$ cat src/rtl/dac_pkg.sv
/*
 * Shared constants for the despreader acquisition control block: register map,
 * field positions, reset values and dwell timing.
 * Assumes a 20 MHz pclk; all cycle counts are derived from that rate.
 */
package dac_pkg;

    // ------------------------------------------------------------------
    // clock and timing
    // ------------------------------------------------------------------
    localparam int unsigned PCLK_HZ = 20_000_000;
    localparam int unsigned HZ_PER_MHZ = 1_000_000;
    localparam int unsigned CYC_PER_US = PCLK_HZ / HZ_PER_MHZ;
    localparam int unsigned DUMP_US = 11;
    localparam int unsigned SYNC_INTEG_US = 361;
    localparam int unsigned ASYNC_MIN_US = 40;
    localparam int unsigned ASYNC_MAX_US = 1000;
    localparam int unsigned DUMP_CYC = DUMP_US * CYC_PER_US;
    localparam int unsigned SYNC_INTEG_CYC = SYNC_INTEG_US * CYC_PER_US;
    localparam int unsigned DEBOUNCE_US = 5000;
    localparam int unsigned DEBOUNCE_CYC = DEBOUNCE_US * CYC_PER_US;

    // ------------------------------------------------------------------
    // register map (byte addresses)
    // ------------------------------------------------------------------
    localparam logic [7:0] OFS_CTRL = 8'h00;
    localparam logic [7:0] OFS_DWELL = 8'h04;
    localparam logic [7:0] OFS_THR_UQPSK = 8'h08;
    localparam logic [7:0] OFS_THR_BPSK = 8'h0C;
    localparam logic [7:0] OFS_STATUS = 8'h10;
    localparam logic [7:0] OFS_ACC = 8'h14;

    // control fields
    localparam int unsigned CTRL_BPSK = 0;
    localparam int unsigned CTRL_ASYNC = 1;
    localparam int unsigned CTRL_RESTART = 2;

    // status fields
    localparam int unsigned ST_SEARCH = 0;
    localparam int unsigned ST_LOCK = 1;
    localparam int unsigned ST_RESTART = 2;
    localparam int unsigned ST_REGION = 3;
    localparam int unsigned ST_DUMP = 4;
    localparam int unsigned ST_EXTSEL = 5;

    // reset values and widths
    localparam int unsigned DWELL_W = 10;
    localparam int unsigned ACC_W = 32;
    localparam logic [1:0] CTRL_RST = 2'h0;
    localparam logic [DWELL_W-1:0] DWELL_RST = 10'h064;
    localparam logic [31:0] THR_RST = 32'h0000_4000;

    // three-level status code: positive, zero, negative
    localparam logic [1:0] LVL_SEARCH = 2'h1;
    localparam logic [1:0] LVL_RESTART = 2'h0;
    localparam logic [1:0] LVL_LOCK = 2'h3;

    // dwell states
    typedef enum logic [1:0] {
        DW_DUMP = 2'b01,
        DW_INTEG = 2'b10
    } dac_dwell_e;

endpackage

$ cat src/rtl/dac_acq_ctrl.sv
/*
 * Acquisition control for a spread-spectrum despreader: dwell timing and
 * integrate-and-dump, threshold decision, code phase slipping, Doppler
 * region alternation, sequence select and restart, with an APB slave.
 * Assumes correlation samples arrive on pclk; pins are asynchronous.
 */
// Our own choices: the APB slave port and the register offsets.
// Behaviour
// - search flag when threshold not exceeded
// - lock flag whenever threshold exceeded, unqualified
// - restart clears sequence register and counters
// - low restart input equals button press
// - filtered three-level status: search, zero, lock
// - low select uses external sequence input
// - chip clock is oscillator divided by four
// - Doppler region level, inert in BPSK
// - dump low discharges integrator, high integrates
// - dwell mode picks fixed or variable timer
// - dump 11 us, synchronous integration 361 us
// - asynchronous integration set 40 us to 1 ms
// - mode selects UQPSK or BPSK parameters
// - quarter-chip steps while searching, stop at lock
// - UQPSK alternates Doppler offset each sweep
// - BPSK single search at nominal frequency
`timescale 1ns/1ps
`default_nettype none

module dac_acq_ctrl #(
    parameter int unsigned SYNC_INTEG_CYC = dac_pkg::SYNC_INTEG_CYC,
    parameter int unsigned DEBOUNCE_CYC = dac_pkg::DEBOUNCE_CYC,
    parameter int unsigned SWEEP_STEPS = 4092,
    parameter int unsigned FILTER_EVALS = 3,
    parameter int unsigned CORR_W = 16,
    parameter int unsigned LFSR_W = 10,
    parameter logic [15:0] NCO_INC = 16'h2000,
    parameter logic [15:0] DOP_INC = 16'h0040
) (
    input wire logic pclk,                         // bus and block clock
    input wire logic presetn,                      // async reset, active low
    input wire logic [7:0] paddr,                  // apb address
    input wire logic psel,                         // apb select
    input wire logic penable,                      // apb enable
    input wire logic pwrite,                       // apb direction
    input wire logic [31:0] pwdata,                // apb write data
    output logic [31:0] prdata,                    // apb read data
    output logic pready,                           // apb ready
    output logic pslverr,                          // apb error
    input wire logic [CORR_W-1:0] corr_sample,     // signed correlation sample
    input wire logic restart_button_n,             // pushbutton, low pressed
    input wire logic restart_input_n,              // restart connector, low active
    input wire logic external_sequence_select_n,   // low selects external code
    input wire logic external_sequence_input,      // external code chips
    output logic chip_clock_monitor,               // oscillator / 4
    output logic code_sequence_out,                // selected code
    output logic dump_cmd,                         // high integrate, low dump
    output logic search_ind,                       // search light
    output logic lock_ind,                         // lock light
    output logic [1:0] status_level,               // +1 search, 0 restart, -1 lock
    output logic doppler_region_indicator,         // searched Doppler region
    output logic bpsk_config                       // gains and loop set for bpsk
);
    localparam int unsigned ACC_W = dac_pkg::ACC_W;
    localparam int unsigned TW = 16;
    localparam int unsigned SW = $clog2(SWEEP_STEPS + 1);
    localparam int unsigned FW = $clog2(FILTER_EVALS + 1);

    // ------------------------------------------------------------------
    // pin conditioning
    // ------------------------------------------------------------------
    logic btn_n;
    logic conn_n;
    logic ext_sel_n;
    logic ext_chip;

    dac_pin_filter #(.STABLE_CYC(DEBOUNCE_CYC), .RESET_VAL(1'b1)) u_btn (
        .clk(pclk), .rst_n(presetn), .pin(restart_button_n), .level(btn_n));
    dac_pin_filter #(.STABLE_CYC(DEBOUNCE_CYC), .RESET_VAL(1'b1)) u_conn (
        .clk(pclk), .rst_n(presetn), .pin(restart_input_n), .level(conn_n));
    dac_pin_filter #(.STABLE_CYC(DEBOUNCE_CYC), .RESET_VAL(1'b1)) u_sel (
        .clk(pclk), .rst_n(presetn), .pin(external_sequence_select_n), .level(ext_sel_n));
    // code chips are only synchronised; debouncing would eat short chips
    dac_pin_filter #(.STABLE_CYC(1), .RESET_VAL(1'b0)) u_chip (
        .clk(pclk), .rst_n(presetn), .pin(external_sequence_input), .level(ext_chip));

    // ------------------------------------------------------------------
    // registers
    // ------------------------------------------------------------------
    logic [1:0] ctrl_reg;
    logic [dac_pkg::DWELL_W-1:0] dwell_reg;
    logic [31:0] thr_u_reg;
    logic [31:0] thr_b_reg;
    logic sw_restart_reg;
    logic [ACC_W-1:0] acc_last_reg;

    logic mode_bpsk;
    logic mode_async;
    logic restart;
    logic wr_en;
    logic setup;

    assign mode_bpsk = ctrl_reg[dac_pkg::CTRL_BPSK];
    assign mode_async = ctrl_reg[dac_pkg::CTRL_ASYNC];
    assign restart = ~btn_n | ~conn_n | sw_restart_reg;
    assign wr_en = psel & penable & pwrite;
    assign setup = psel & ~penable;

    always_ff @(posedge pclk or negedge presetn) begin
        if (!presetn) begin
            ctrl_reg <= dac_pkg::CTRL_RST;
            dwell_reg <= dac_pkg::DWELL_RST;
            thr_u_reg <= dac_pkg::THR_RST;
            thr_b_reg <= dac_pkg::THR_RST;
            sw_restart_reg <= 1'b0;
        end else begin
            sw_restart_reg <= wr_en && paddr == dac_pkg::OFS_CTRL && pwdata[dac_pkg::CTRL_RESTART];
            if (wr_en) begin
                case (paddr)
                    dac_pkg::OFS_CTRL: ctrl_reg <= {pwdata[dac_pkg::CTRL_ASYNC], pwdata[dac_pkg::CTRL_BPSK]};
                    dac_pkg::OFS_DWELL: dwell_reg <= pwdata[dac_pkg::DWELL_W-1:0];
                    dac_pkg::OFS_THR_UQPSK: thr_u_reg <= pwdata;
                    dac_pkg::OFS_THR_BPSK: thr_b_reg <= pwdata;
                    default: ;
                endcase
            end
        end
    end

    // read data is captured in the setup cycle so the access phase needs no wait
    logic [31:0] rd_mux;
    logic rd_hit;
    logic [5:0] status_bits;

    always_comb begin
        rd_mux = '0;
        rd_hit = 1'b1;
        case (paddr)
            dac_pkg::OFS_CTRL: rd_mux = {30'h0000_0000, ctrl_reg};
            dac_pkg::OFS_DWELL: rd_mux = {22'h00_0000, dwell_reg};
            dac_pkg::OFS_THR_UQPSK: rd_mux = thr_u_reg;
            dac_pkg::OFS_THR_BPSK: rd_mux = thr_b_reg;
            dac_pkg::OFS_STATUS: rd_mux = {26'h000_0000, status_bits};
            dac_pkg::OFS_ACC: rd_mux = acc_last_reg;
            default: rd_hit = 1'b0;
        endcase
    end

    always_ff @(posedge pclk or negedge presetn) begin
        if (!presetn) begin
            prdata <= '0;
            pslverr <= 1'b0;
            pready <= 1'b0;
        end else begin
            pready <= 1'b1;
            if (setup) begin
                prdata <= pwrite ? 32'h0000_0000 : rd_mux;
                pslverr <= ~rd_hit;
            end
        end
    end

    // ------------------------------------------------------------------
    // tunable chip oscillator and divide-by-four
    // ------------------------------------------------------------------
    logic [15:0] nco_reg;
    logic [15:0] nco_inc;
    logic [16:0] nco_sum;
    logic slip_reg;
    logic [1:0] quarter_reg;
    logic osc_tick;
    logic adv_tick;
    logic chip_en;
    logic region_reg;

    always_comb begin
        if (mode_bpsk) begin
            nco_inc = NCO_INC;
        end else if (region_reg) begin
            nco_inc = NCO_INC - DOP_INC;
        end else begin
            nco_inc = NCO_INC + DOP_INC;
        end
    end

    assign nco_sum = {1'b0, nco_reg} + {1'b0, nco_inc};
    assign osc_tick = nco_sum[16];
    assign adv_tick = osc_tick & ~slip_reg;
    assign chip_en = adv_tick & (quarter_reg == 2'h3);

    always_ff @(posedge pclk or negedge presetn) begin
        if (!presetn) begin
            nco_reg <= '0;
            quarter_reg <= '0;
            chip_clock_monitor <= 1'b0;
        end else if (restart) begin
            nco_reg <= '0;
            quarter_reg <= '0;
            chip_clock_monitor <= 1'b0;
        end else begin
            nco_reg <= nco_sum[15:0];
            if (adv_tick) begin
                quarter_reg <= quarter_reg + 2'h1;
                chip_clock_monitor <= quarter_reg[0] ? ~chip_clock_monitor : chip_clock_monitor;
            end
        end
    end

    // ------------------------------------------------------------------
    // local sequence generator and source select
    // ------------------------------------------------------------------
    logic [LFSR_W-1:0] lfsr_reg;

    // xnor feedback keeps the all-zero cleared state legal
    always_ff @(posedge pclk or negedge presetn) begin
        if (!presetn) begin
            lfsr_reg <= '0;
        end else if (restart) begin
            lfsr_reg <= '0;
        end else if (chip_en) begin
            lfsr_reg <= {lfsr_reg[LFSR_W-2:0], ~(lfsr_reg[LFSR_W-1] ^ lfsr_reg[LFSR_W-4])};
        end
    end

    always_ff @(posedge pclk or negedge presetn) begin
        if (!presetn) begin
            code_sequence_out <= 1'b0;
        end else begin
            code_sequence_out <= ext_sel_n ? lfsr_reg[LFSR_W-1] : ext_chip;
        end
    end

    // ------------------------------------------------------------------
    // dwell timer and integrate-and-dump
    // ------------------------------------------------------------------
    dac_pkg::dac_dwell_e dw_reg;
    logic [TW-1:0] timer_reg;
    logic [TW-1:0] integ_len;
    logic [dac_pkg::DWELL_W-1:0] dwell_us;
    logic [ACC_W-1:0] acc_reg;
    logic [ACC_W-1:0] thr_sel;
    logic dump_end;
    logic eval;
    logic exceeds;
    logic [ACC_W-1:0] acc_sum;

    always_comb begin
        if (dwell_reg < dac_pkg::DWELL_W'(dac_pkg::ASYNC_MIN_US)) begin
            dwell_us = dac_pkg::DWELL_W'(dac_pkg::ASYNC_MIN_US);
        end else if (dwell_reg > dac_pkg::DWELL_W'(dac_pkg::ASYNC_MAX_US)) begin
            dwell_us = dac_pkg::DWELL_W'(dac_pkg::ASYNC_MAX_US);
        end else begin
            dwell_us = dwell_reg;
        end
    end

    assign integ_len = mode_async ? TW'(dwell_us * dac_pkg::CYC_PER_US) : TW'(SYNC_INTEG_CYC);
    assign dump_end = (dw_reg == dac_pkg::DW_DUMP) && (timer_reg >= TW'(dac_pkg::DUMP_CYC - 1));
    assign eval = (dw_reg == dac_pkg::DW_INTEG) && (timer_reg >= integ_len - TW'(1));
    assign thr_sel = mode_bpsk ? thr_b_reg : thr_u_reg;
    // the sample of the eval cycle is still integration time, so it is in the decision
    assign acc_sum = acc_reg + {{(ACC_W - CORR_W){corr_sample[CORR_W-1]}}, corr_sample};
    assign exceeds = $signed(acc_sum) > $signed(thr_sel);

    always_ff @(posedge pclk or negedge presetn) begin
        if (!presetn) begin
            dw_reg <= dac_pkg::DW_DUMP;
            timer_reg <= '0;
            dump_cmd <= 1'b0;
        end else if (restart) begin
            dw_reg <= dac_pkg::DW_DUMP;
            timer_reg <= '0;
            dump_cmd <= 1'b0;
        end else begin
            case (dw_reg)
                dac_pkg::DW_DUMP: begin
                    timer_reg <= dump_end ? '0 : timer_reg + TW'(1);
                    dw_reg <= dump_end ? dac_pkg::DW_INTEG : dac_pkg::DW_DUMP;
                    dump_cmd <= dump_end;
                end
                dac_pkg::DW_INTEG: begin
                    timer_reg <= eval ? '0 : timer_reg + TW'(1);
                    dw_reg <= eval ? dac_pkg::DW_DUMP : dac_pkg::DW_INTEG;
                    dump_cmd <= ~eval;
                end
                default: begin
                    dw_reg <= dac_pkg::DW_DUMP;
                    timer_reg <= '0;
                    dump_cmd <= 1'b0;
                end
            endcase
        end
    end

    always_ff @(posedge pclk or negedge presetn) begin
        if (!presetn) begin
            acc_reg <= '0;
            acc_last_reg <= '0;
        end else if (restart || !dump_cmd) begin
            acc_reg <= '0;
        end else begin
            acc_reg <= acc_sum;
            if (eval) begin
                acc_last_reg <= acc_sum;
            end
        end
    end

    // ------------------------------------------------------------------
    // decision, stepping and Doppler alternation
    // ------------------------------------------------------------------
    logic [SW-1:0] sweep_reg;
    logic [FW-1:0] filt_cnt_reg;
    logic filt_last_reg;

    always_ff @(posedge pclk or negedge presetn) begin
        if (!presetn) begin
            search_ind <= 1'b1;
            lock_ind <= 1'b0;
        end else if (restart) begin
            search_ind <= 1'b1;
            lock_ind <= 1'b0;
        end else if (eval) begin
            search_ind <= ~exceeds;
            lock_ind <= exceeds;
        end
    end

    // a step that lands while a slip is pending wins over the slip being consumed
    always_ff @(posedge pclk or negedge presetn) begin
        if (!presetn) begin
            slip_reg <= 1'b0;
            sweep_reg <= '0;
            region_reg <= 1'b0;
        end else if (restart) begin
            slip_reg <= 1'b0;
            sweep_reg <= '0;
            region_reg <= 1'b0;
        end else begin
            if (eval && !exceeds) begin
                slip_reg <= 1'b1;
                if (sweep_reg >= SW'(SWEEP_STEPS - 1)) begin
                    sweep_reg <= '0;
                    region_reg <= mode_bpsk ? 1'b0 : ~region_reg;
                end else begin
                    sweep_reg <= sweep_reg + SW'(1);
                end
            end else if (osc_tick) begin
                slip_reg <= 1'b0;
            end
            if (mode_bpsk) begin
                region_reg <= 1'b0;
            end
        end
    end

    // low-pass on the status level: only a repeated decision moves it
    always_ff @(posedge pclk or negedge presetn) begin
        if (!presetn) begin
            status_level <= dac_pkg::LVL_RESTART;
            filt_cnt_reg <= '0;
            filt_last_reg <= 1'b0;
        end else if (restart) begin
            status_level <= dac_pkg::LVL_RESTART;
            filt_cnt_reg <= '0;
            filt_last_reg <= 1'b0;
        end else if (eval) begin
            if (exceeds != filt_last_reg) begin
                filt_last_reg <= exceeds;
                filt_cnt_reg <= FW'(1);
            end else if (filt_cnt_reg >= FW'(FILTER_EVALS - 1)) begin
                status_level <= exceeds ? dac_pkg::LVL_LOCK : dac_pkg::LVL_SEARCH;
            end else begin
                filt_cnt_reg <= filt_cnt_reg + FW'(1);
            end
        end
    end

    always_ff @(posedge pclk or negedge presetn) begin
        if (!presetn) begin
            doppler_region_indicator <= 1'b0;
            bpsk_config <= 1'b0;
        end else begin
            doppler_region_indicator <= region_reg;
            bpsk_config <= mode_bpsk;
        end
    end

    assign status_bits = {~ext_sel_n, dump_cmd, region_reg, restart, lock_ind, search_ind};

endmodule // dac_acq_ctrl

`default_nettype wire

$ cat src/rtl/dac_pin_filter.sv
/*
 * Two-flop synchroniser followed by a stability filter for one pin.
 * Assumes the pin is asynchronous to clk; output changes only after the
 * synchronised level has held for STABLE_CYC cycles.
 */
`timescale 1ns/1ps
`default_nettype none

module dac_pin_filter #(
    parameter int unsigned STABLE_CYC = 1,
    parameter logic RESET_VAL = 1'b1
) (
    input wire logic clk,     // block clock
    input wire logic rst_n,   // async reset, active low
    input wire logic pin,     // raw pin level
    output logic level        // filtered level
);
    localparam int unsigned CW = $clog2(STABLE_CYC + 1);
    localparam logic [CW-1:0] LAST = CW'(STABLE_CYC - 1);

    logic meta_reg;
    logic sync_reg;
    logic [CW-1:0] cnt_reg;

    // first flop feeds only the second
    always_ff @(posedge clk or negedge rst_n) begin
        if (!rst_n) begin
            meta_reg <= RESET_VAL;
            sync_reg <= RESET_VAL;
        end else begin
            meta_reg <= pin;
            sync_reg <= meta_reg;
        end
    end

    always_ff @(posedge clk or negedge rst_n) begin
        if (!rst_n) begin
            cnt_reg <= '0;
            level <= RESET_VAL;
        end else if (sync_reg == level) begin
            cnt_reg <= '0;
        end else if (cnt_reg >= LAST) begin
            cnt_reg <= '0;
            level <= sync_reg;
        end else begin
            cnt_reg <= cnt_reg + CW'(1);
        end
    end

endmodule // dac_pin_filter

`default_nettype wire

$ cat config.mk
export PLATFORM = sky130hd
export DESIGN_NAME = dac_acq_ctrl
export DESIGN_NICKNAME = d
export VERILOG_FILES = /design/src/rtl/dac_pkg.sv /design/src/rtl/dac_acq_ctrl.sv /design/src/rtl/dac_pin_filter.sv
export SDC_FILE = /design/constraint.sdc
export NUM_CORES = 1
export LEC_CHECK = 0
export ABC_AREA = 0
export BUFFER_PORTS_ARGS = -buffer_cell sky130_fd_sc_hd__buf_2
export CORE_MARGIN = 1.5
export CORE_UTILIZATION = 45
export CTS_BUF_LIST = sky130_fd_sc_hd__clkbuf_4
export CTS_CLUSTER_DIAMETER = 80
export CTS_CLUSTER_SIZE = 16
export DETAILED_ROUTE_END_ITERATION = 16
export PLACE_DENSITY = 0.68
export SYNTH_ARGS = -nofsm -noshare
export SYNTH_HDL_FRONTEND = slang
export SYNTH_HIERARCHICAL = 1
export SYNTH_SLANG_ARGS = --single-unit
$ cat constraint.sdc
create_clock -name pclk -period 9.2 [get_ports pclk]
set_input_delay 0.92 -clock pclk [delete_from_list [all_inputs] [get_ports pclk]]
set_output_delay 0.92 -clock pclk [all_outputs]
set_load 0.02 [all_outputs]
# ---- After elaboration in Yosys (flattened, before gate mapping)
# Cells that the tools add are included.
dict set report word_totals {
  mem_bits_rw 0
  ff_bits 311
  input_bits 65
  latch_bits 0
  romBits 0
  out_inout_bits 43
  mem_count 0
}
dict set report classes {
  multipliers 1
  n_bitwise 24
  div_mod_pow 0
  order_cmp 11
  n_reduce_logical 34
  n_shift 0
  addsub 11
  n_mux 63
  n_eq_ne 15
}
# cell count
set ops {}
lappend ops {{32-bit one-hot mux with 6 select lines} 1}
lappend ops {{17-bit 2-to-1 mux} 6}
lappend ops {{32-bit 2-to-1 mux} 3}
lappend ops {{16-bit 2-to-1 mux} 4}
lappend ops {{17-bit by 1-bit adder with 17-bit output, second input constant} 3}
lappend ops {{17-bit >= comparator, second input constant} 3}
lappend ops {{10-bit 2-to-1 mux} 4}
lappend ops {{12-bit 2-to-1 mux} 3}
lappend ops {{32-bit adder} 1}
lappend ops {{32-bit > comparator} 1}
lappend ops {{16-bit one-hot mux with 2 select lines} 1}
lappend ops {{14-bit 2-to-1 mux} 2}
lappend ops {{2-bit 2-to-1 mux} 14}
lappend ops {{2-bit AND reduction} 13}
lappend ops {{1-bit 2-to-1 mux} 22}
lappend ops {{16-bit by 16-bit adder with 17-bit output} 1}
lappend ops {{16-bit by 1-bit adder with 16-bit output, second input constant} 1}
lappend ops {{8-bit by 4-bit equality test with 1-bit output, second input constant} 2}
lappend ops {{8-bit by 5-bit equality test with 1-bit output, second input constant} 2}
lappend ops {{16-bit >= comparator} 1}
lappend ops {{16-bit by 8-bit >= comparator with 1-bit output, second input constant} 1}
lappend ops {{1-bit inverter} 16}
lappend ops {{15-bit by 1-bit subtractor with 16-bit output, second input constant} 1}
lappend ops {{15-bit 2-to-1 mux} 1}
lappend ops {{other kinds (29)} 52}

# ---- Logic depth before layout (Yosys ltp)
dict set report depth {
  word_depth 12
  depth_mapped 27
  ltp_nobuf 25
}

# ---- By module
# Netlist, hierarchy kept.
# mod n_inst area_per_inst_um2 cells_per_inst
set by_module_without_submodules {}
lappend by_module_without_submodules {dac_acq_ctrl 1 13656.8 1348}
lappend by_module_without_submodules {{dac_pin_filter (u_btn ...)} 3 996.0 104}
lappend by_module_without_submodules {{dac_pin_filter (u_chip)} 1 78.8 4}

# ---- Worst setup path before layout
# No wires, ideal clock.
dict set report synth_path {
  path_kind {register to register}
  startpoint {register dwell_reg[5] (netlist name)}
  endpoint {register acc_last_reg[25]}
  synth_period_minus_slack_ps 5368
  path_buffers 2
  path_slack_ps 3832
  stages_incl_launch_ff 27
  t_arrival_ps 5291
  setup_time_ps 77
  path_cell_list {dfstp_2 > o21ai_0 > or2_2 > o21a_1 > and2_1 > ha_1 > ha_1 > inv_1 > fa_1 > xor2_1 > nand2_1 > mux2i_1 > o21ai_1 > a21oi_1 > and2_1 > nand2_1 > nor2_1 > xnor2_1 > ha_1 > a21o_1 > a211o_1 > o221a_2 > nand3_1 > buf_1 > clkbuf_1 > nand2_1 > o21ai_1}
}
dict set report synth_between {
  elab_chain_cells 9
}
# item line_no
set synth_lines {}
lappend synth_lines {{start: declaration} dac_acq_ctrl.sv:89} ;# logic [dac_pkg::DWELL_W-1:0] dwell_reg;
lappend synth_lines {{start signal: assignment} dac_acq_ctrl.sv:110} ;# dwell_reg <= dac_pkg::DWELL_RST;
lappend synth_lines {{start signal: assignment} dac_acq_ctrl.sv:119} ;# dac_pkg::OFS_DWELL: dwell_reg <= pwdata[dac_pkg::DWELL_W-1:0];
lappend synth_lines {{10-bit > comparator} dac_acq_ctrl.sv:248} ;# end else if (dwell_reg > dac_pkg::DWELL_W'(dac_pkg::ASYNC_MAX_US)) begin
lappend synth_lines {{10-bit 2-to-1 mux} dac_acq_ctrl.sv:248}
lappend synth_lines {{10-bit 2-to-1 mux (*)} dac_acq_ctrl.sv:246} ;# if (dwell_reg < dac_pkg::DWELL_W'(dac_pkg::ASYNC_MIN_US)) begin
lappend synth_lines {{10-bit by 3-bit multiplier with 13-bit output (*)} dac_acq_ctrl.sv:255} ;# assign integ_len = mode_async ? TW'(dwell_us * dac_pkg::CYC_PER_US) : TW'(SYNC_INTEG_CYC);
lappend synth_lines {{15-bit 2-to-1 mux (*)} dac_acq_ctrl.sv:255}
lappend synth_lines {{15-bit by 1-bit subtractor with 16-bit output (*)} dac_acq_ctrl.sv:257} ;# assign eval = (dw_reg == dac_pkg::DW_INTEG) && (timer_reg >= integ_len - TW'(1));
lappend synth_lines {{16-bit >= comparator (*)} dac_acq_ctrl.sv:257}
lappend synth_lines {{1-bit logical AND (*)} dac_acq_ctrl.sv:257}
lappend synth_lines {{2-bit AND reduction (no line) (*)} --}
lappend synth_lines {{end signal: assignment} dac_acq_ctrl.sv:302} ;# acc_last_reg <= acc_sum;
lappend synth_lines {{end: declaration} dac_acq_ctrl.sv:93} ;# logic [ACC_W-1:0] acc_last_reg;
# Every way passes the cells marked *; elsewhere a longest branch is shown, timed or not.
# A chain may end at the register's enable or synchronous reset.

# ---- Worst setup path after layout
dict set report layout_path {
  startpoint {register dwell_reg[5] (netlist name)}
  endpoint {register sweep_reg[2]}
}
dict set report layout_between {
  elab_chain_cells 10
}
# item line_no
set layout_lines {}
lappend layout_lines {{10-bit > comparator} dac_acq_ctrl.sv:248}
lappend layout_lines {{10-bit 2-to-1 mux} dac_acq_ctrl.sv:248}
lappend layout_lines {{10-bit 2-to-1 mux (*)} dac_acq_ctrl.sv:246}
lappend layout_lines {{10-bit by 3-bit multiplier with 13-bit output (*)} dac_acq_ctrl.sv:255}
lappend layout_lines {{15-bit 2-to-1 mux (*)} dac_acq_ctrl.sv:255}
lappend layout_lines {{15-bit by 1-bit subtractor with 16-bit output (*)} dac_acq_ctrl.sv:257}
lappend layout_lines {{16-bit >= comparator (*)} dac_acq_ctrl.sv:257}
lappend layout_lines {{1-bit logical AND (*)} dac_acq_ctrl.sv:257}
lappend layout_lines {{1-bit logical AND (*)} dac_acq_ctrl.sv:338} ;# if (eval && !exceeds) begin
lappend layout_lines {{2-bit nonzero test (no line) (*)} --}
lappend layout_lines {{end signal: assignment} dac_acq_ctrl.sv:344} ;# sweep_reg <= sweep_reg + SW'(1);
lappend layout_lines {{end: declaration} dac_acq_ctrl.sv:310} ;# logic [SW-1:0] sweep_reg;
# Marks and branches as above.

==> results.cfg <==
[critical_path]
regToRegSetupSlack_ns = 2.60
startpoint_type = register
setup.worst_path.end_class = register
timing.critical_path.fanout_max = 18
regToRegStartpoint = dwell_reg[5]
timing.reg2reg.worst_path_depth = 21
timing.setup.critical_path_class = reg -> reg
critical_path.reg2reg.endpoint = sweep_reg[2]
timing.critical_path.required_ns = 9.80
cp.arrival_ns = 7.20

[timing]
final_max_slew_viol_count = 0
timing.hold.ws_ns = 0.1697
fmaxAchievable_mhz = 151.5
final.setup.tns_ns = 0
finalWorstSetupSlack_ns = 2.599
grt_setup_unrepaired = false
hold_violations = 0
tightest_slew_ns = 1.152
setup_viol_count_final = 0
slew_headroom = 0.2318
timing.final.crit_period_ns = 6.601
worst_clock_skew_ns = 0.02726
final_cycle_utilization_of_the_critical_path = 0.7175

[floorplan]
core_region_area_um2 = 36610
initial_core_util = 0.4568
dieWidth_um = 195.8
design.die.area_um2 = 38330
dieHeight_um = 195.8
io_pins = 108
rows = 70

[pwr]
share_seq_of_total_power = 0.638
total_leakage_power_nw = 8.339
peakVddDrop_v = 0.00006717
total_switching_power_mw = 0.5382
clock_power_share = 0.290
internal_power_mw = 1.588
p_per_area_nw_per_um2 = 118.4
p_comb_frac = 0.071
switching_share = 0.2531

[logic_synthesis]
count_of_cell_types_in_the_netlist = 83
synth.ff_latch_count = 303
synth_async_sr_flop_share = 1.000
yosys_most_used_dff = sky130_fd_sc_hd__dfrtp_1
synthesis.nets = 1839
synth_cells = 1664
synth-seq-area-share = 0.4546
number_of_synthesized_flops_with_an_enable_pin = 0
syn_area_cell_um2 = 10.05
yosysWarnings = 6
synth_area_um2 = 16720

[routing]
detailedRoute.firstPassIterationCount = 9
drt-total-wl_um = 38680
drt_iter0_drc = 916
antenna_left = 0
via_count = 12641
detail_route.wl_per_cell_um = 17.42
vias_per_cell = 5.694
drc = 0

[placement]
dp_slack_ns = 2.593
portBuffers = 107
hpwlAfterDp_um = 27080
placed_cell_area_um2 = 17650
routability_congestion_estimate = 0.8680

[outcome]
status = finished, final reports clean

[clock_network]
cts_buffers = 23
cts_htree_levels = 1
cts_num_sinks = 303
cts_post_setup_buffers_inserted = 0
clock_tree.buffer_depth = 3
cts_root_buf = sky130_fd_sc_hd__clkbuf_4
cts-resized-gates = 0
clk_pin_slew_ns = 0.18
worstSkewPairLatency_ns = 0.72
cts_hold_buffers = 0
cts_tree = yes

[global_route]
grt_pass1_vias = 12647
grt_first_pass_wirelength_um = 64250
grt_util_all_layers = 0.2052
antenna_violations_before_repair = 4
grt-ovfl-total = 0
largest_net_degree_at_the_start_of_global_routing = 86

[flow_run]
drv.max_cap_violation_count = 0

[hold_path]
holdCritPathClass = in -> async

[layout]
layout_commonest_cell = sky130_fd_sc_hd__dfrtp_1
finalInstanceArea_um2 = 17960
fin_nets = 1908
fraction_of_final_layout_cells_sized_beyond_drive_strength_1 = 0.1681
most_used_cells_in_the_layout_excluding_fill_and_tap_cells = 286 x sky130_fd_sc_hd__dfrtp_1, 148 x sky130_fd_sc_hd__nand2_1, 146 x sky130_fd_sc_hd__nor2_1, 107 x sky130_fd_sc_hd__ha_1, 106 x sky130_fd_sc_hd__buf_2
areaGrowthSynthToFinish_pct = 7.400
## synthesized netlist by cell type, types with 9 or more instances
library cell               instances  area [um^2]
sky130_fd_sc_hd__dfrtp_1         287         7182
sky130_fd_sc_hd__nand2_1         148        555.5
sky130_fd_sc_hd__nor2_1          148        555.5
sky130_fd_sc_hd__ha_1            107         1339
sky130_fd_sc_hd__o21ai_0          98        490.5
sky130_fd_sc_hd__mux2_2           86        968.4
sky130_fd_sc_hd__inv_1            70        262.8
sky130_fd_sc_hd__a21oi_1          69        345.3
sky130_fd_sc_hd__xnor2_1          65        569.3
sky130_fd_sc_hd__nand3_1          58        290.3
sky130_fd_sc_hd__clkbuf_1         46        172.7
sky130_fd_sc_hd__xor2_1           45        394.1
sky130_fd_sc_hd__mux2i_1          42        420.4
sky130_fd_sc_hd__nor3_1           29        145.1
sky130_fd_sc_hd__a222oi_1         26        260.3
sky130_fd_sc_hd__nand4_1          24        150.1
sky130_fd_sc_hd__and3_1           21        131.4
sky130_fd_sc_hd__a21o_1           20        150.1
sky130_fd_sc_hd__nor4_1           20        125.1
sky130_fd_sc_hd__o21ai_1          18        90.09
sky130_fd_sc_hd__nand2b_1         17        106.4
sky130_fd_sc_hd__buf_2            16        80.08
sky130_fd_sc_hd__dfstp_2          16        420.4
sky130_fd_sc_hd__o31ai_1          12        90.09
sky130_fd_sc_hd__and2_1           11        68.82
sky130_fd_sc_hd__buf_1             9        33.78
## power by group through the flow
stage | registers [mW] | clock network [mW] | logic (mW)
floorplan | 1.38 | 0 | 0.0810
global placement | 1.38 | 0 | 0.149
detailed placement | 1.38 | 0 | 0.153
CTS | 1.36 | 0.649 | 0.154
global route | 1.36 | 0.699 | 0.172
finish | 1.36 | 0.617 | 0.151
## cells by family after synthesis
family / share of synthesized area
other: 0.0002242
AO/OA/AOI/OAI: 0.1333
AND/OR/NAND/NOR: 0.1517
flip-flops: 0.4546
buffers and inverters: 0.03374
XOR/XNOR: 0.05761
adder cells (fa/ha/maj): 0.08364
multiplexers: 0.08522
## layout make-up
class,instances,area [um^2]
fill,3405,18650
clock inverter,3,22.52
timing repair buffer,117,620.6
clock buffer,38,285.3
tap,468,585.6
antenna,3,7.507
multi-input combinational,1218,8573
sequential,303,7604
inverter,70,262.8
## how the worst max path moves through the flow
stage	from	to	cells after the start	slack, ns
4_1_cts	dwell_reg[6]	sweep_reg[2]	23	2.62
3_3_place_gp	corr_sample[15]	sweep_reg[3]	20	2.88
6_report	dwell_reg[5]	sweep_reg[2]	21	2.60
2_1_floorplan	dwell_reg[5]	acc_last_reg[25]	26	3.83
5_1_grt	dwell_reg[5]	sweep_reg[2]	21	1.92
3_5_place_dp	corr_sample[15]	sweep_reg[2]	20	2.59
## stage by stage
step / utilization / cells / total power, mW
6_report: 0.4906 / 2220 / 2.127
5_1_grt: 0.4905 / 2218 / 2.232
4_1_cts: 0.4904 / 2217 / 2.161
3_5_place_dp: 0.4820 / 2176 / 1.535
3_3_place_gp: 0.4820 / 2176 / 1.530
2_1_floorplan: - / 1664 / 1.461
## per-layer routing
| metal | routed length (um) | vias to the layer above | global-route usage | share of wire |
|---|---|---|---|---|
| met4 | 1059 | 2 | 0.06040 | 0.027 |
| met1 | 17720 | 6196 | 0.2756 | 0.46 |
| met5 | 13 | - | 0 | 0.00034 |
| li1 | - | 6079 | - | - |
| met3 | 2002 | 65 | 0.02905 | 0.052 |
| met2 | 17880 | 299 | 0.3459 | 0.46 |
## worst max-delay path: stages, from the launching register on
cell,delay (ns)
sky130_fd_sc_hd__dfstp_2,0.60
sky130_fd_sc_hd__o21ai_0,0.10
sky130_fd_sc_hd__or2_2,0.32
sky130_fd_sc_hd__o21a_1,0.24
sky130_fd_sc_hd__and2_1,0.20
sky130_fd_sc_hd__ha_1,0.28
sky130_fd_sc_hd__ha_1,0.21
sky130_fd_sc_hd__a21o_1,0.16
sky130_fd_sc_hd__a21oi_1,0.42
sky130_fd_sc_hd__o21ai_1,0.10
sky130_fd_sc_hd__a2111oi_0,0.44
sky130_fd_sc_hd__nor3_1,0.21
sky130_fd_sc_hd__xor2_1,0.26
sky130_fd_sc_hd__nor2_1,0.08
sky130_fd_sc_hd__xnor2_1,0.13
sky130_fd_sc_hd__ha_1,0.31
sky130_fd_sc_hd__a21o_1,0.19
sky130_fd_sc_hd__a211o_1,0.30
sky130_fd_sc_hd__o221a_2,0.38
sky130_fd_sc_hd__a21oi_1,0.92
sky130_fd_sc_hd__nand2b_1,0.46
sky130_fd_sc_hd__o21ai_1,0.14
(Power assumes the default switching activity.)
